===== config.mk =====
export PLATFORM = sky130hd
export DESIGN_NAME = cmd_mailbox
export DESIGN_NICKNAME = d
export VERILOG_FILES = /design/src/core/cmd_mailbox_pkg.sv /design/src/core/cmd_mailbox.sv
export SDC_FILE = /design/constraint.sdc
export NUM_CORES = 1
export LEC_CHECK = 0
export BUFFER_PORTS_ARGS = -buffer_cell sky130_fd_sc_hd__buf_2
export CELL_PAD_IN_SITES_DETAIL_PLACEMENT = 0
export CELL_PAD_IN_SITES_GLOBAL_PLACEMENT = 1
export CORE_AREA = 4 4 226 228
export DETAILED_ROUTE_END_ITERATION = 6
export DIE_AREA = 0 0 230 232
export PLACE_DENSITY_LB_ADDON = 0.1
export SLEW_MARGIN = 30
export SYNTH_ARGS = -nofsm -noshare
export SYNTH_HDL_FRONTEND = slang
export SYNTH_SLANG_ARGS = --single-unit

===== constraint.sdc =====
create_clock -name clk_i -period 2.9 [get_ports clk_i]
set_input_delay 0.58 -clock clk_i [delete_from_list [all_inputs] [get_ports clk_i]]
set_output_delay 0.58 -clock clk_i [all_outputs]
set_load 0.005 [all_outputs]

===== src/core/cmd_mailbox_pkg.sv =====
// constants and types shared by the command mailbox
// assumes a 100 MHz single clock domain and an AXI4-Lite register master
package cmd_mailbox_pkg;

    typedef enum logic [1:0] {
        PH_RECV,
        PH_CHECK,
        PH_CHAN,
        PH_REPLY
    } phase_t;

    // register byte offsets
    localparam logic [7:0]  OFS_CTRL       = 8'h00;
    localparam logic [7:0]  OFS_STATE      = 8'h04;
    localparam logic [7:0]  OFS_IRQ_STAT   = 8'h08;
    localparam logic [7:0]  OFS_IRQ_MASK   = 8'h0c;
    localparam logic [7:0]  OFS_LAST_STAT  = 8'h10;
    localparam logic [7:0]  OFS_CMD_COUNT  = 8'h14;

    // field positions and reset values
    localparam int          HEALTHY_BIT    = 16;
    localparam logic [0:0]  CTRL_RESET     = 1'h0;
    localparam logic [2:0]  IRQ_RESET      = 3'h0;
    localparam int          IRQ_REPLY      = 0;
    localparam int          IRQ_ERROR      = 1;
    localparam int          IRQ_CHAN_FAIL  = 2;

    // command block layout, counts in 16-bit words; MAX_BYTES in bytes, NUM_CHANNELS in channels
    localparam logic [7:0]  HDR_WORDS      = 8'h06;
    localparam logic [7:0]  KEPT_WORDS     = 8'h09;
    localparam logic [15:0] MAX_DATA_WORDS = 16'h007a;
    localparam logic [15:0] MAX_BYTES      = 16'h0800;
    localparam logic [15:0] NUM_CHANNELS   = 16'h0020;

    // command codes
    localparam logic [15:0] CMD_ABORT      = 16'h07d1;
    localparam logic [15:0] CMD_RETRIEVE   = 16'h07d2;
    localparam logic [15:0] CMD_EST_READ   = 16'h07d3;
    localparam logic [15:0] CMD_EST_WRITE  = 16'h07d4;

    // status words: low byte major, high byte minor
    localparam logic [15:0] STAT_OK        = 16'h0001;
    localparam logic [7:0]  MAJ_SYNTAX     = 8'h0c;
    localparam logic [7:0]  MAJ_CHANNEL    = 8'h0d;
    localparam logic [7:0]  MIN_LENGTH     = 8'h01;
    localparam logic [7:0]  MIN_WAIT       = 8'h02;
    localparam logic [7:0]  MIN_RESERVED   = 8'h03;
    localparam logic [7:0]  MIN_COUNT      = 8'h04;
    localparam logic [7:0]  MIN_CHAN_NUM   = 8'h05;
    localparam logic [7:0]  MIN_BYTES      = 8'h06;
    localparam logic [7:0]  MIN_UNKNOWN    = 8'h07;

    localparam logic [1:0]  RESP_OKAY      = 2'h0;
    localparam logic [1:0]  RESP_SLVERR    = 2'h2;

endpackage : cmd_mailbox_pkg


===== src/core/cmd_mailbox.sv =====
// command mailbox: takes command blocks from the cpu, answers each
// with one non-zero status word; registers over AXI4-Lite.
// assumes the cpu and the channel engine run on clk_i.
`timescale 1ns/10ps
`default_nettype none
module cmd_mailbox
(
    input  wire logic                       clk_i,
    input  wire logic                       rst_b_i,
    // AXI4-Lite slave
    input  wire logic                       s_axi_awvalid,
    output logic                            s_axi_awready,
    input  wire logic [7:0]                 s_axi_awaddr,
    input  wire logic                       s_axi_wvalid,
    output logic                            s_axi_wready,
    input  wire logic [31:0]                s_axi_wdata,
    input  wire logic [3:0]                 s_axi_wstrb,
    output logic                            s_axi_bvalid,
    input  wire logic                       s_axi_bready,
    output logic [1:0]                      s_axi_bresp,
    input  wire logic                       s_axi_arvalid,
    output logic                            s_axi_arready,
    input  wire logic [7:0]                 s_axi_araddr,
    output logic                            s_axi_rvalid,
    input  wire logic                       s_axi_rready,
    output logic [31:0]                     s_axi_rdata,
    output logic [1:0]                      s_axi_rresp,
    // command block words from the cpu
    input  wire logic                       cmd_valid_i,
    output logic                            cmd_ready_o,
    input  wire logic [15:0]                cmd_word_i,
    input  wire logic                       cmd_last_i,
    // status word back to the cpu
    output logic                            stat_valid_o,
    input  wire logic                       stat_ready_i,
    output logic [15:0]                     stat_mem_type_o,
    output logic [15:0]                     stat_offset_o,
    output logic [15:0]                     stat_word_o,
    // channel engine
    output logic                            chan_start_o,
    output logic                            chan_abort_o,
    output logic                            chan_write_o,
    output logic [4:0]                      chan_num_o,
    output logic [11:0]                     chan_bytes_o,
    input  wire logic                       chan_done_i,
    input  wire logic                       chan_fail_i,
    input  wire logic [7:0]                 chan_code_i,
    output logic                            controller_healthy_flag_o,
    output logic                            irq_o
);
    import cmd_mailbox_pkg::*;

    typedef struct packed {
        phase_t            phase;
        logic [5:0][15:0]  hdr;
        logic [2:0][15:0]  dat;
        logic [7:0]        cnt;
        logic [15:0]       stat;
        logic              chan_start;
        logic              chan_abort;
        logic              aw_full;
        logic [7:0]        aw_addr;
        logic              w_full;
        logic [31:0]       w_data;
        logic [3:0]        w_strb;
        logic              bvalid;
        logic [1:0]        bresp;
        logic              rvalid;
        logic [31:0]       rdata;
        logic [1:0]        rresp;
        logic [0:0]        ctrl;
        logic [2:0]        irq_stat;
        logic [2:0]        irq_mask;
        logic [15:0]       last_stat;
        logic [31:0]       cmd_count;
    } state_t;

    state_t s_r;
    state_t s_nxt;

    function automatic logic mapped(input logic [7:0] a);
        mapped = (a == OFS_CTRL) || (a == OFS_STATE) ||
                 (a == OFS_IRQ_STAT) || (a == OFS_IRQ_MASK) ||
                 (a == OFS_LAST_STAT) || (a == OFS_CMD_COUNT);
    endfunction : mapped

    function automatic logic [15:0] syntax_err(input state_t s);
        logic [15:0] len;
        logic [15:0] code;
        len  = s.hdr[0];
        code = s.dat[0];
        syntax_err = 16'h0000;
        if (len == 16'h0000 || len > MAX_DATA_WORDS)
            syntax_err = {MIN_LENGTH, MAJ_SYNTAX};
        else if (s.hdr[1] != 16'h0000)
            syntax_err = {MIN_WAIT, MAJ_SYNTAX};
        else if ((s.hdr[4] | s.hdr[5]) != 16'h0000)
            syntax_err = {MIN_RESERVED, MAJ_SYNTAX};
        else if ({8'h00, s.cnt} != len + {8'h00, HDR_WORDS})
            syntax_err = {MIN_COUNT, MAJ_SYNTAX};
        else if (code != CMD_ABORT && code != CMD_RETRIEVE &&
                 code != CMD_EST_READ && code != CMD_EST_WRITE)
            syntax_err = {MIN_UNKNOWN, MAJ_SYNTAX};
        else if (len < 16'h0002 || s.dat[1] >= NUM_CHANNELS)
            syntax_err = {MIN_CHAN_NUM, MAJ_SYNTAX};
        else if ((code == CMD_EST_READ || code == CMD_EST_WRITE) &&
                 (len < 16'h0003 || s.dat[2] == 16'h0000 ||
                  s.dat[2] > MAX_BYTES))
            syntax_err = {MIN_BYTES, MAJ_SYNTAX};
    endfunction : syntax_err

    function automatic logic [31:0] merge(input logic [31:0] old,
                                          input logic [31:0] d,
                                          input logic [3:0]  be);
        merge = old;
        for (int i = 0; i < 4; i++)
        begin
            if (be[i])
                merge[8*i +: 8] = d[8*i +: 8];
        end
    endfunction : merge

    logic        wr_go;
    logic        rd_go;
    logic        reply_done;
    logic [2:0]  ev;
    logic [15:0] err;
    logic [31:0] wval;

    always_comb
    begin
        s_nxt      = s_r;
        ev         = 3'h0;
        err        = syntax_err(s_r);
        reply_done = (s_r.phase == PH_REPLY) && stat_ready_i;
        s_nxt.chan_start = 1'b0;
        s_nxt.chan_abort = 1'b0;

        unique case (s_r.phase)
            PH_RECV:
            begin
                // only here is a new block taken
                if (cmd_valid_i && cmd_ready_o)
                begin
                    if (s_r.cnt < HDR_WORDS)
                        s_nxt.hdr[s_r.cnt[2:0]] = cmd_word_i;
                    else if (s_r.cnt < KEPT_WORDS)
                        s_nxt.dat[2'(s_r.cnt - HDR_WORDS)] = cmd_word_i;
                    // saturate so an overlong block still fails the check
                    if (s_r.cnt != 8'hff)
                        s_nxt.cnt = s_r.cnt + 8'h01;
                    if (cmd_last_i)
                        s_nxt.phase = PH_CHECK;
                end
            end
            PH_CHECK:
            begin
                if (err != 16'h0000)
                begin
                    s_nxt.stat  = err;
                    s_nxt.phase = PH_REPLY;
                end
                else if (s_r.dat[0] == CMD_ABORT ||
                         s_r.dat[0] == CMD_RETRIEVE)
                begin
                    s_nxt.stat       = STAT_OK;
                    s_nxt.chan_abort = (s_r.dat[0] == CMD_ABORT);
                    s_nxt.phase      = PH_REPLY;
                end
                else
                begin
                    s_nxt.chan_start = 1'b1;
                    s_nxt.phase      = PH_CHAN;
                end
            end
            PH_CHAN:
            begin
                // hold the reply until the first transfer ends
                if (chan_done_i)
                begin
                    s_nxt.stat  = chan_fail_i ?
                                  {chan_code_i, MAJ_CHANNEL} : STAT_OK;
                    s_nxt.phase = PH_REPLY;
                    ev[IRQ_CHAN_FAIL] = chan_fail_i;
                end
            end
            PH_REPLY:
            begin
                // one write per block, then back to listening
                if (reply_done)
                begin
                    s_nxt.last_stat = s_r.stat;
                    s_nxt.cmd_count = s_r.cmd_count + 32'h1;
                    s_nxt.cnt       = 8'h00;
                    s_nxt.phase     = PH_RECV;
                    ev[IRQ_REPLY]   = 1'b1;
                    ev[IRQ_ERROR]   = (s_r.stat != STAT_OK);
                end
            end
        endcase

        // write channel: address and data latched in either order
        if (s_axi_awvalid && s_axi_awready)
        begin
            s_nxt.aw_full = 1'b1;
            s_nxt.aw_addr = s_axi_awaddr;
        end
        if (s_axi_wvalid && s_axi_wready)
        begin
            s_nxt.w_full = 1'b1;
            s_nxt.w_data = s_axi_wdata;
            s_nxt.w_strb = s_axi_wstrb;
        end
        // a pending response holds off the next write until taken
        wr_go = s_r.aw_full && s_r.w_full && !s_r.bvalid;
        wval  = 32'h0;
        if (wr_go)
        begin
            s_nxt.aw_full = 1'b0;
            s_nxt.w_full  = 1'b0;
            s_nxt.bvalid  = 1'b1;
            s_nxt.bresp   = mapped(s_r.aw_addr) ? RESP_OKAY : RESP_SLVERR;
            unique case (s_r.aw_addr)
                OFS_CTRL:
                begin
                    wval = merge({31'h0, s_r.ctrl}, s_r.w_data, s_r.w_strb);
                    s_nxt.ctrl = wval[0:0];
                end
                OFS_IRQ_MASK:
                begin
                    wval = merge({29'h0, s_r.irq_mask},
                                 s_r.w_data, s_r.w_strb);
                    s_nxt.irq_mask = wval[2:0];
                end
                OFS_IRQ_STAT:
                begin
                    if (s_r.w_strb[0])
                        s_nxt.irq_stat = s_r.irq_stat & ~s_r.w_data[2:0];
                end
                default:
                begin
                end
            endcase
        end
        else if (s_r.bvalid && s_axi_bready)
            s_nxt.bvalid = 1'b0;

        // set after the clear so a new event is never lost
        s_nxt.irq_stat = s_nxt.irq_stat | ev;

        rd_go = s_axi_arvalid && s_axi_arready;
        if (rd_go)
        begin
            s_nxt.rvalid = 1'b1;
            s_nxt.rresp  = mapped(s_axi_araddr) ? RESP_OKAY : RESP_SLVERR;
            unique case (s_axi_araddr)
                OFS_CTRL:      s_nxt.rdata = {31'h0, s_r.ctrl};
                OFS_STATE:
                begin
                    s_nxt.rdata = 32'h0;
                    s_nxt.rdata[HEALTHY_BIT] = s_r.ctrl[0];
                    s_nxt.rdata[1:0] = s_r.phase;
                    s_nxt.rdata[15:8] = s_r.cnt;
                end
                OFS_IRQ_STAT:  s_nxt.rdata = {29'h0, s_r.irq_stat};
                OFS_IRQ_MASK:  s_nxt.rdata = {29'h0, s_r.irq_mask};
                OFS_LAST_STAT: s_nxt.rdata = {16'h0, s_r.last_stat};
                OFS_CMD_COUNT: s_nxt.rdata = s_r.cmd_count;
                default:       s_nxt.rdata = 32'h0;
            endcase
        end
        else if (s_r.rvalid && s_axi_rready)
            s_nxt.rvalid = 1'b0;
    end

    always_ff @(posedge clk_i)
    begin
        if (!rst_b_i)
        begin
            s_r           <= '0;
            s_r.phase     <= PH_RECV;
            s_r.ctrl      <= CTRL_RESET;
            s_r.irq_stat  <= IRQ_RESET;
            s_r.irq_mask  <= IRQ_RESET;
        end
        else
        begin
            s_r <= s_nxt;
        end
    end

    // the cpu is expected to hold off while the flag is low; we also
    // refuse words then so a half-enabled controller latches nothing
    assign controller_healthy_flag_o = s_r.ctrl[0];
    assign cmd_ready_o    = (s_r.phase == PH_RECV) && s_r.ctrl[0];

    assign stat_valid_o    = (s_r.phase == PH_REPLY);
    // every path into stat loads a code with a non-zero byte
    assign stat_word_o     = s_r.stat;
    assign stat_mem_type_o = s_r.hdr[2];
    // passed on unchanged: the cpu resolves the zero-based index
    assign stat_offset_o   = s_r.hdr[3];

    assign chan_start_o  = s_r.chan_start;
    assign chan_abort_o  = s_r.chan_abort;
    assign chan_write_o  = (s_r.dat[0] == CMD_EST_WRITE);
    assign chan_num_o    = s_r.dat[1][4:0];
    assign chan_bytes_o  = s_r.dat[2][11:0];

    assign irq_o = |(s_r.irq_stat & s_r.irq_mask);

    // one write outstanding: hold address or data until paired
    assign s_axi_awready = !s_r.aw_full;
    assign s_axi_wready  = !s_r.w_full;
    assign s_axi_bvalid  = s_r.bvalid;
    assign s_axi_bresp   = s_r.bresp;
    assign s_axi_arready = !s_r.rvalid;
    assign s_axi_rvalid  = s_r.rvalid;
    assign s_axi_rdata   = s_r.rdata;
    assign s_axi_rresp   = s_r.rresp;

endmodule : cmd_mailbox
`default_nettype wire


; ---- After elaboration in Yosys (flattened, before gate mapping)
; Cells that the tools add are included.
[totals]
mem_count = 0
reg_bits = 279
out_inout_bits = 113
ramBits = 0
word_cells = 191
latchBits = 0
rom_bits = 0
[classes]
mux = 48
order_cmp = 11
add_sub_neg = 4
n_shift = 0
bitwise = 9
n_reduce_logical = 60
eq_ne = 30
n_div = 0
multipliers = 0
[ops]
columns = op, n
row1 = 32-bit one-hot mux with 6 select lines, 1
row2 = 154-bit two-way mux, 1
row3 = 96-bit bitwise mux, 1
row4 = 16-bit two-way mux, 6
row5 = 48-bit two-way mux, 2
row6 = 96-bit two-way mux, 1
row7 = 11-bit two-way mux, 7
row8 = "16-bit by 11-bit == test with 1-bit output, second input constant", 4
row9 = "16-bit by 11-bit inequality test with 1-bit output, second input constant", 4
row10 = 48-bit bitwise mux, 1
row11 = 16-bit demux with 3-bit select, 1
row12 = 16-bit nonzero test, 3
row13 = "32-bit by 1-bit adder with 32-bit output, second input constant", 1
row14 = 16-bit demux with 2-bit select, 1
row15 = "8-bit by 4-bit == test with 1-bit output, second input constant", 4
row16 = "8-bit by 5-bit == test with 1-bit output, second input constant", 4
row17 = 16-bit zero test, 2
row18 = "16-bit by 2-bit less-than comparator with 1-bit output, second input constant", 2
row19 = 16-bit one-hot mux with 2 select lines, 1
row20 = "16-bit by 3-bit adder with 16-bit output, second input constant", 1
row21 = "8-bit by 3-bit == test with 1-bit output, second input constant", 2
row22 = "16-bit by 6-bit greater-or-equal comparator with 1-bit output, second input constant", 1
row23 = "16-bit by 12-bit greater-than comparator with 1-bit output, second input constant", 1
row24 = "16-bit by 7-bit greater-than comparator with 1-bit output, second input constant", 1
row25 = 40 further kinds, 109

; ---- Logic depth before layout (Yosys ltp)
[logic_depth]
word_depth = 14
ltp_mapped = 11
ltp_nobuf = 9

; ---- Worst setup path before layout
; No wires, ideal clock.
[synth_timing]
kind = reg-to-reg
from = reg with a tool-made name
to = reg s_r, in the netlist stat_word_o[0]
t_required_ns = 2.782
stages_incl_launch_ff = 12
arrival_ns = 2.809
slack_ns = -0.027
n_path_buf = 2
cell_sequence = dfxtp_1 -> buf_1 -> inv_1 -> ha_1 -> nand4b_1 -> or4_1 -> or2_1 -> a211oi_2 -> nand4_2 -> and2_4 -> buf_6 -> o221a_4
[synth_rtl]
columns = element, line_no
row1 = end signal: assignment, cmd_mailbox.sv:288  ; s_r <= s_nxt;
row2 = end: declaration, cmd_mailbox.sv:78  ; state_t s_r;

==> impl_metrics.yaml <==
power:
  clkPwrFrac: 0.504
  pwr-share-seq: 0.436
  p_sw_frac: 0.239
  pwr-share-comb: 0.061
  p_int_mw: 6.59
  switchingPower_mw: 2.07
  power_density_nw_per_um2: 605
  vdd_drop_max_mv: 0.334
  leakagePower_nw: 6.13
yosys:
  synth_top_cell_area_share: 0.436
  synth_flop_cell: "dfxtp_1"
  ys_types: 69
  syn-cell-area_um2: 12200
  synth.yosys.seq_area_share: 0.436
  synth.most_common_cell: "dfxtp_1"
  yosysWarnings: 0
  ys_seq_elements: 265
  synth_area_per_cell_um2: 8.86
  async_flop_share: 0
  synth.area.top_cells: "dfxtp_1 (44%), mux2i_1 (14%), nor2_1 (7.5%), buf_4 (6.5%), nand2_1 (3.1%)"
  netlist_instances: 1373
  yosysTopAreaCell: "dfxtp_1"
  synth-edff-count: 0
  synthTopCellsByCount: "dfxtp_1 (265), nor2_1 (244), mux2i_1 (172), buf_4 (106), nand2_1 (99)"
routing:
  vias: 9451
  vias_per_cell: 4.45
  drt_first_pass_iters: 7
  first_iter_violations: 496
  drc: 0
  drt_wl_total_um: 37400
  ant_nets: 0
  wl_per_cell_um: 17.6
worst_setup_path:
  worstPathArrival_ns: 2.22
  r2r-end: "stat_word_o[0]"
  ff2ff_path_depth: 9
  end_kind: "primary output"
  cp-start-kind: "flop"
  path_class: "reg -> out"
  worstSetupEndpoint: "chan_write_o"
  r2r_slack_ns: 0.17
  cp_max_fo: 3
  critPathRequiredTime_ns: 2.32
clock_tree:
  cts_tree: "built"
  h-tree-depth: 2
  cts_buffers: 36
  path_clk_slew_ns: 0.05
  clkLatencyLatePin_ns: 0.54
  cts.hold.buffers_added: 0
  clock-root-buffer: "clkbuf_16"
  cts_max_path_buffers: 3
  clock_sinks: 265
layout:
  finalNetCount: 1532
  n_antenna_cell: 0
  final_util: 0.293
  drive_gt1_frac: 0.198
  syn2layout_area_growth_pct: 17.7
timing:
  skew_ns: 0.0168
  max_slew_margin: 0.590
  fin_crit_sh: 0.966
  hold_viol_final: 0
  setup_violations: 0
  holdWs_ns: 0.232
  worst_slew_pin_slew_ns: 0.615
  fmax_mhz: 357
  slew_violations: 0
  rsz0062_at_grt: "true"
  fin_crit_ns: 2.80
place:
  gp_congestion: 0.743
  port_buffers: 161
  hpwl_um: 25600
floorplan:
  io_pins: 201
  rows: 81
  dieArea_um2: 53400
  start_util: 0.249
  die_height_um: 232
  coreArea_um2: 48800
  fp.dieW_um: 230
run_status:
  outcome: "complete, no violations"
global_route:
  grt_max_degree: 63
  grt_pass1_wl_um: 57600
  grt.total_usage: 0.138
  grt_remaining_overflow: 0
  antenna_found_initial: 0
  grt_pass1_vias: 9568
run:
  maxCapViolCount: 0
min_path:
  hp-class: "in -> reg"
layer usage:
layer | vias to the layer above | share of wire | GRT usage
met5 | - | 0 | 0
met4 | 0 | 0.021 | 0.0416
met3 | 47 | 0.044 | 0.0263
met2 | 168 | 0.46 | 0.229
met1 | 4486 | 0.47 | 0.181
li1 | 4750 | - | -
kinds of logic (layout without fill, tap and decap cells):
group,after synthesis,in the layout,share of synthesized area
and+or+nand+nor,532,532,0.207
muxes,173,173,0.142
xor gates and xnor gates,41,41,0.0295
buffers and inverters,214,293,0.101
DFF,265,265,0.436
AOI/OAI and AO/OA,137,137,0.0740
other,1,7,0.000308
adders and majority gates,10,10,0.0103
cell usage in the layout (no fill, tap or decap), types with 6 or more instances in the layout:
cell type | Yosys | routed
ha_1 | 10 | 10
nand3b_1 | 6 | 6
a222oi_1 | 10 | 10
or3_1 | 12 | 12
or4_1 | 9 | 8
nand4_1 | 16 | 16
inv_1 | 21 | 21
xnor2_1 | 20 | 20
and3_1 | 9 | 9
nor3_1 | 15 | 15
o21ai_0 | 19 | 19
a21oi_1 | 59 | 59
xor2_1 | 21 | 21
nand3_1 | 45 | 45
buf_4 | 106 | 43
nor4_1 | 25 | 24
clkbuf_1 | 72 | 7
buf_2 | 7 | 161
dfxtp_1 | 265 | 264
nor2_1 | 244 | 243
clkbuf_8 | 0 | 11
and2_1 | 9 | 9
mux2i_1 | 172 | 172
clkbuf_16 | 0 | 37
nand2_1 | 99 | 99
conb_1 | 1 | 7
what timing repair did:
item	4_1_cts	5_1_grt
gates resized for setup	3	2
buffers inserted	1	0
pin swaps	2	0
endpoints found under the setup margin	1	3
power by group through the flow:
stage | clock network, mW | registers [mW] | logic [mW]
after floorplan | 0 | 3.81 | 0.377
after global routing | 4.71 | 3.78 | 0.587
after global placement | 0 | 3.85 | 0.543
final | 4.36 | 3.77 | 0.524
after CTS | 4.56 | 3.77 | 0.543
after detailed placement | 0 | 3.85 | 0.543
critical path, cell delays in order (launching register included):
cell and delay, ns:
dfxtp_2 0.31, or4_4 0.54, or4_4 0.46, nor4b_4 0.23, buf_2 0.15
worst min-delay path by stage:
stage	startpoint	endpoint	slack (ns)	depth (start not counted)
2_1_floorplan	s_axi_rdata[17]	s_axi_rdata[17]	0.43	2
3_5_place_dp	s_axi_rdata[21]	s_axi_rdata[21]	0.44	2
4_1_cts	s_axi_rready	s_axi_rvalid	0.20	2
6_report	s_axi_rready	s_axi_rvalid	0.23	2
5_1_grt	s_axi_rready	s_axi_rvalid	0.21	2
3_3_place_gp	s_axi_rdata[21]	s_axi_rdata[21]	0.44	2
final cells by class:
type,count,area [µm²]
clock inverter,7,67.6
sequential,265,5310
timing repair buffer,209,1230
multi-input combinational,900,5690
inverter,22,87.6
clock buffer,55,1100
fill,5287,34500
tap,664,831
through the flow:
stage | area, µm² | setup TNS [ns] | cells | total power [mW] | worst slack (ns)
after floorplan | 12200 | 0 | 1379 | 4.19 | 0.0944
after global placement | 13100 | 0 | 2059 | 4.39 | 0.177
after detailed placement | 13100 | 0 | 2059 | 4.40 | 0.174
after CTS | 14300 | 0 | 2122 | 8.87 | 0.00973
after global routing | 14300 | -0.00973 | 2122 | 9.08 | -0.00973
final | 14300 | 0 | 2122 | 8.66 | 0.0982
(Power assumes the default switching activity.)
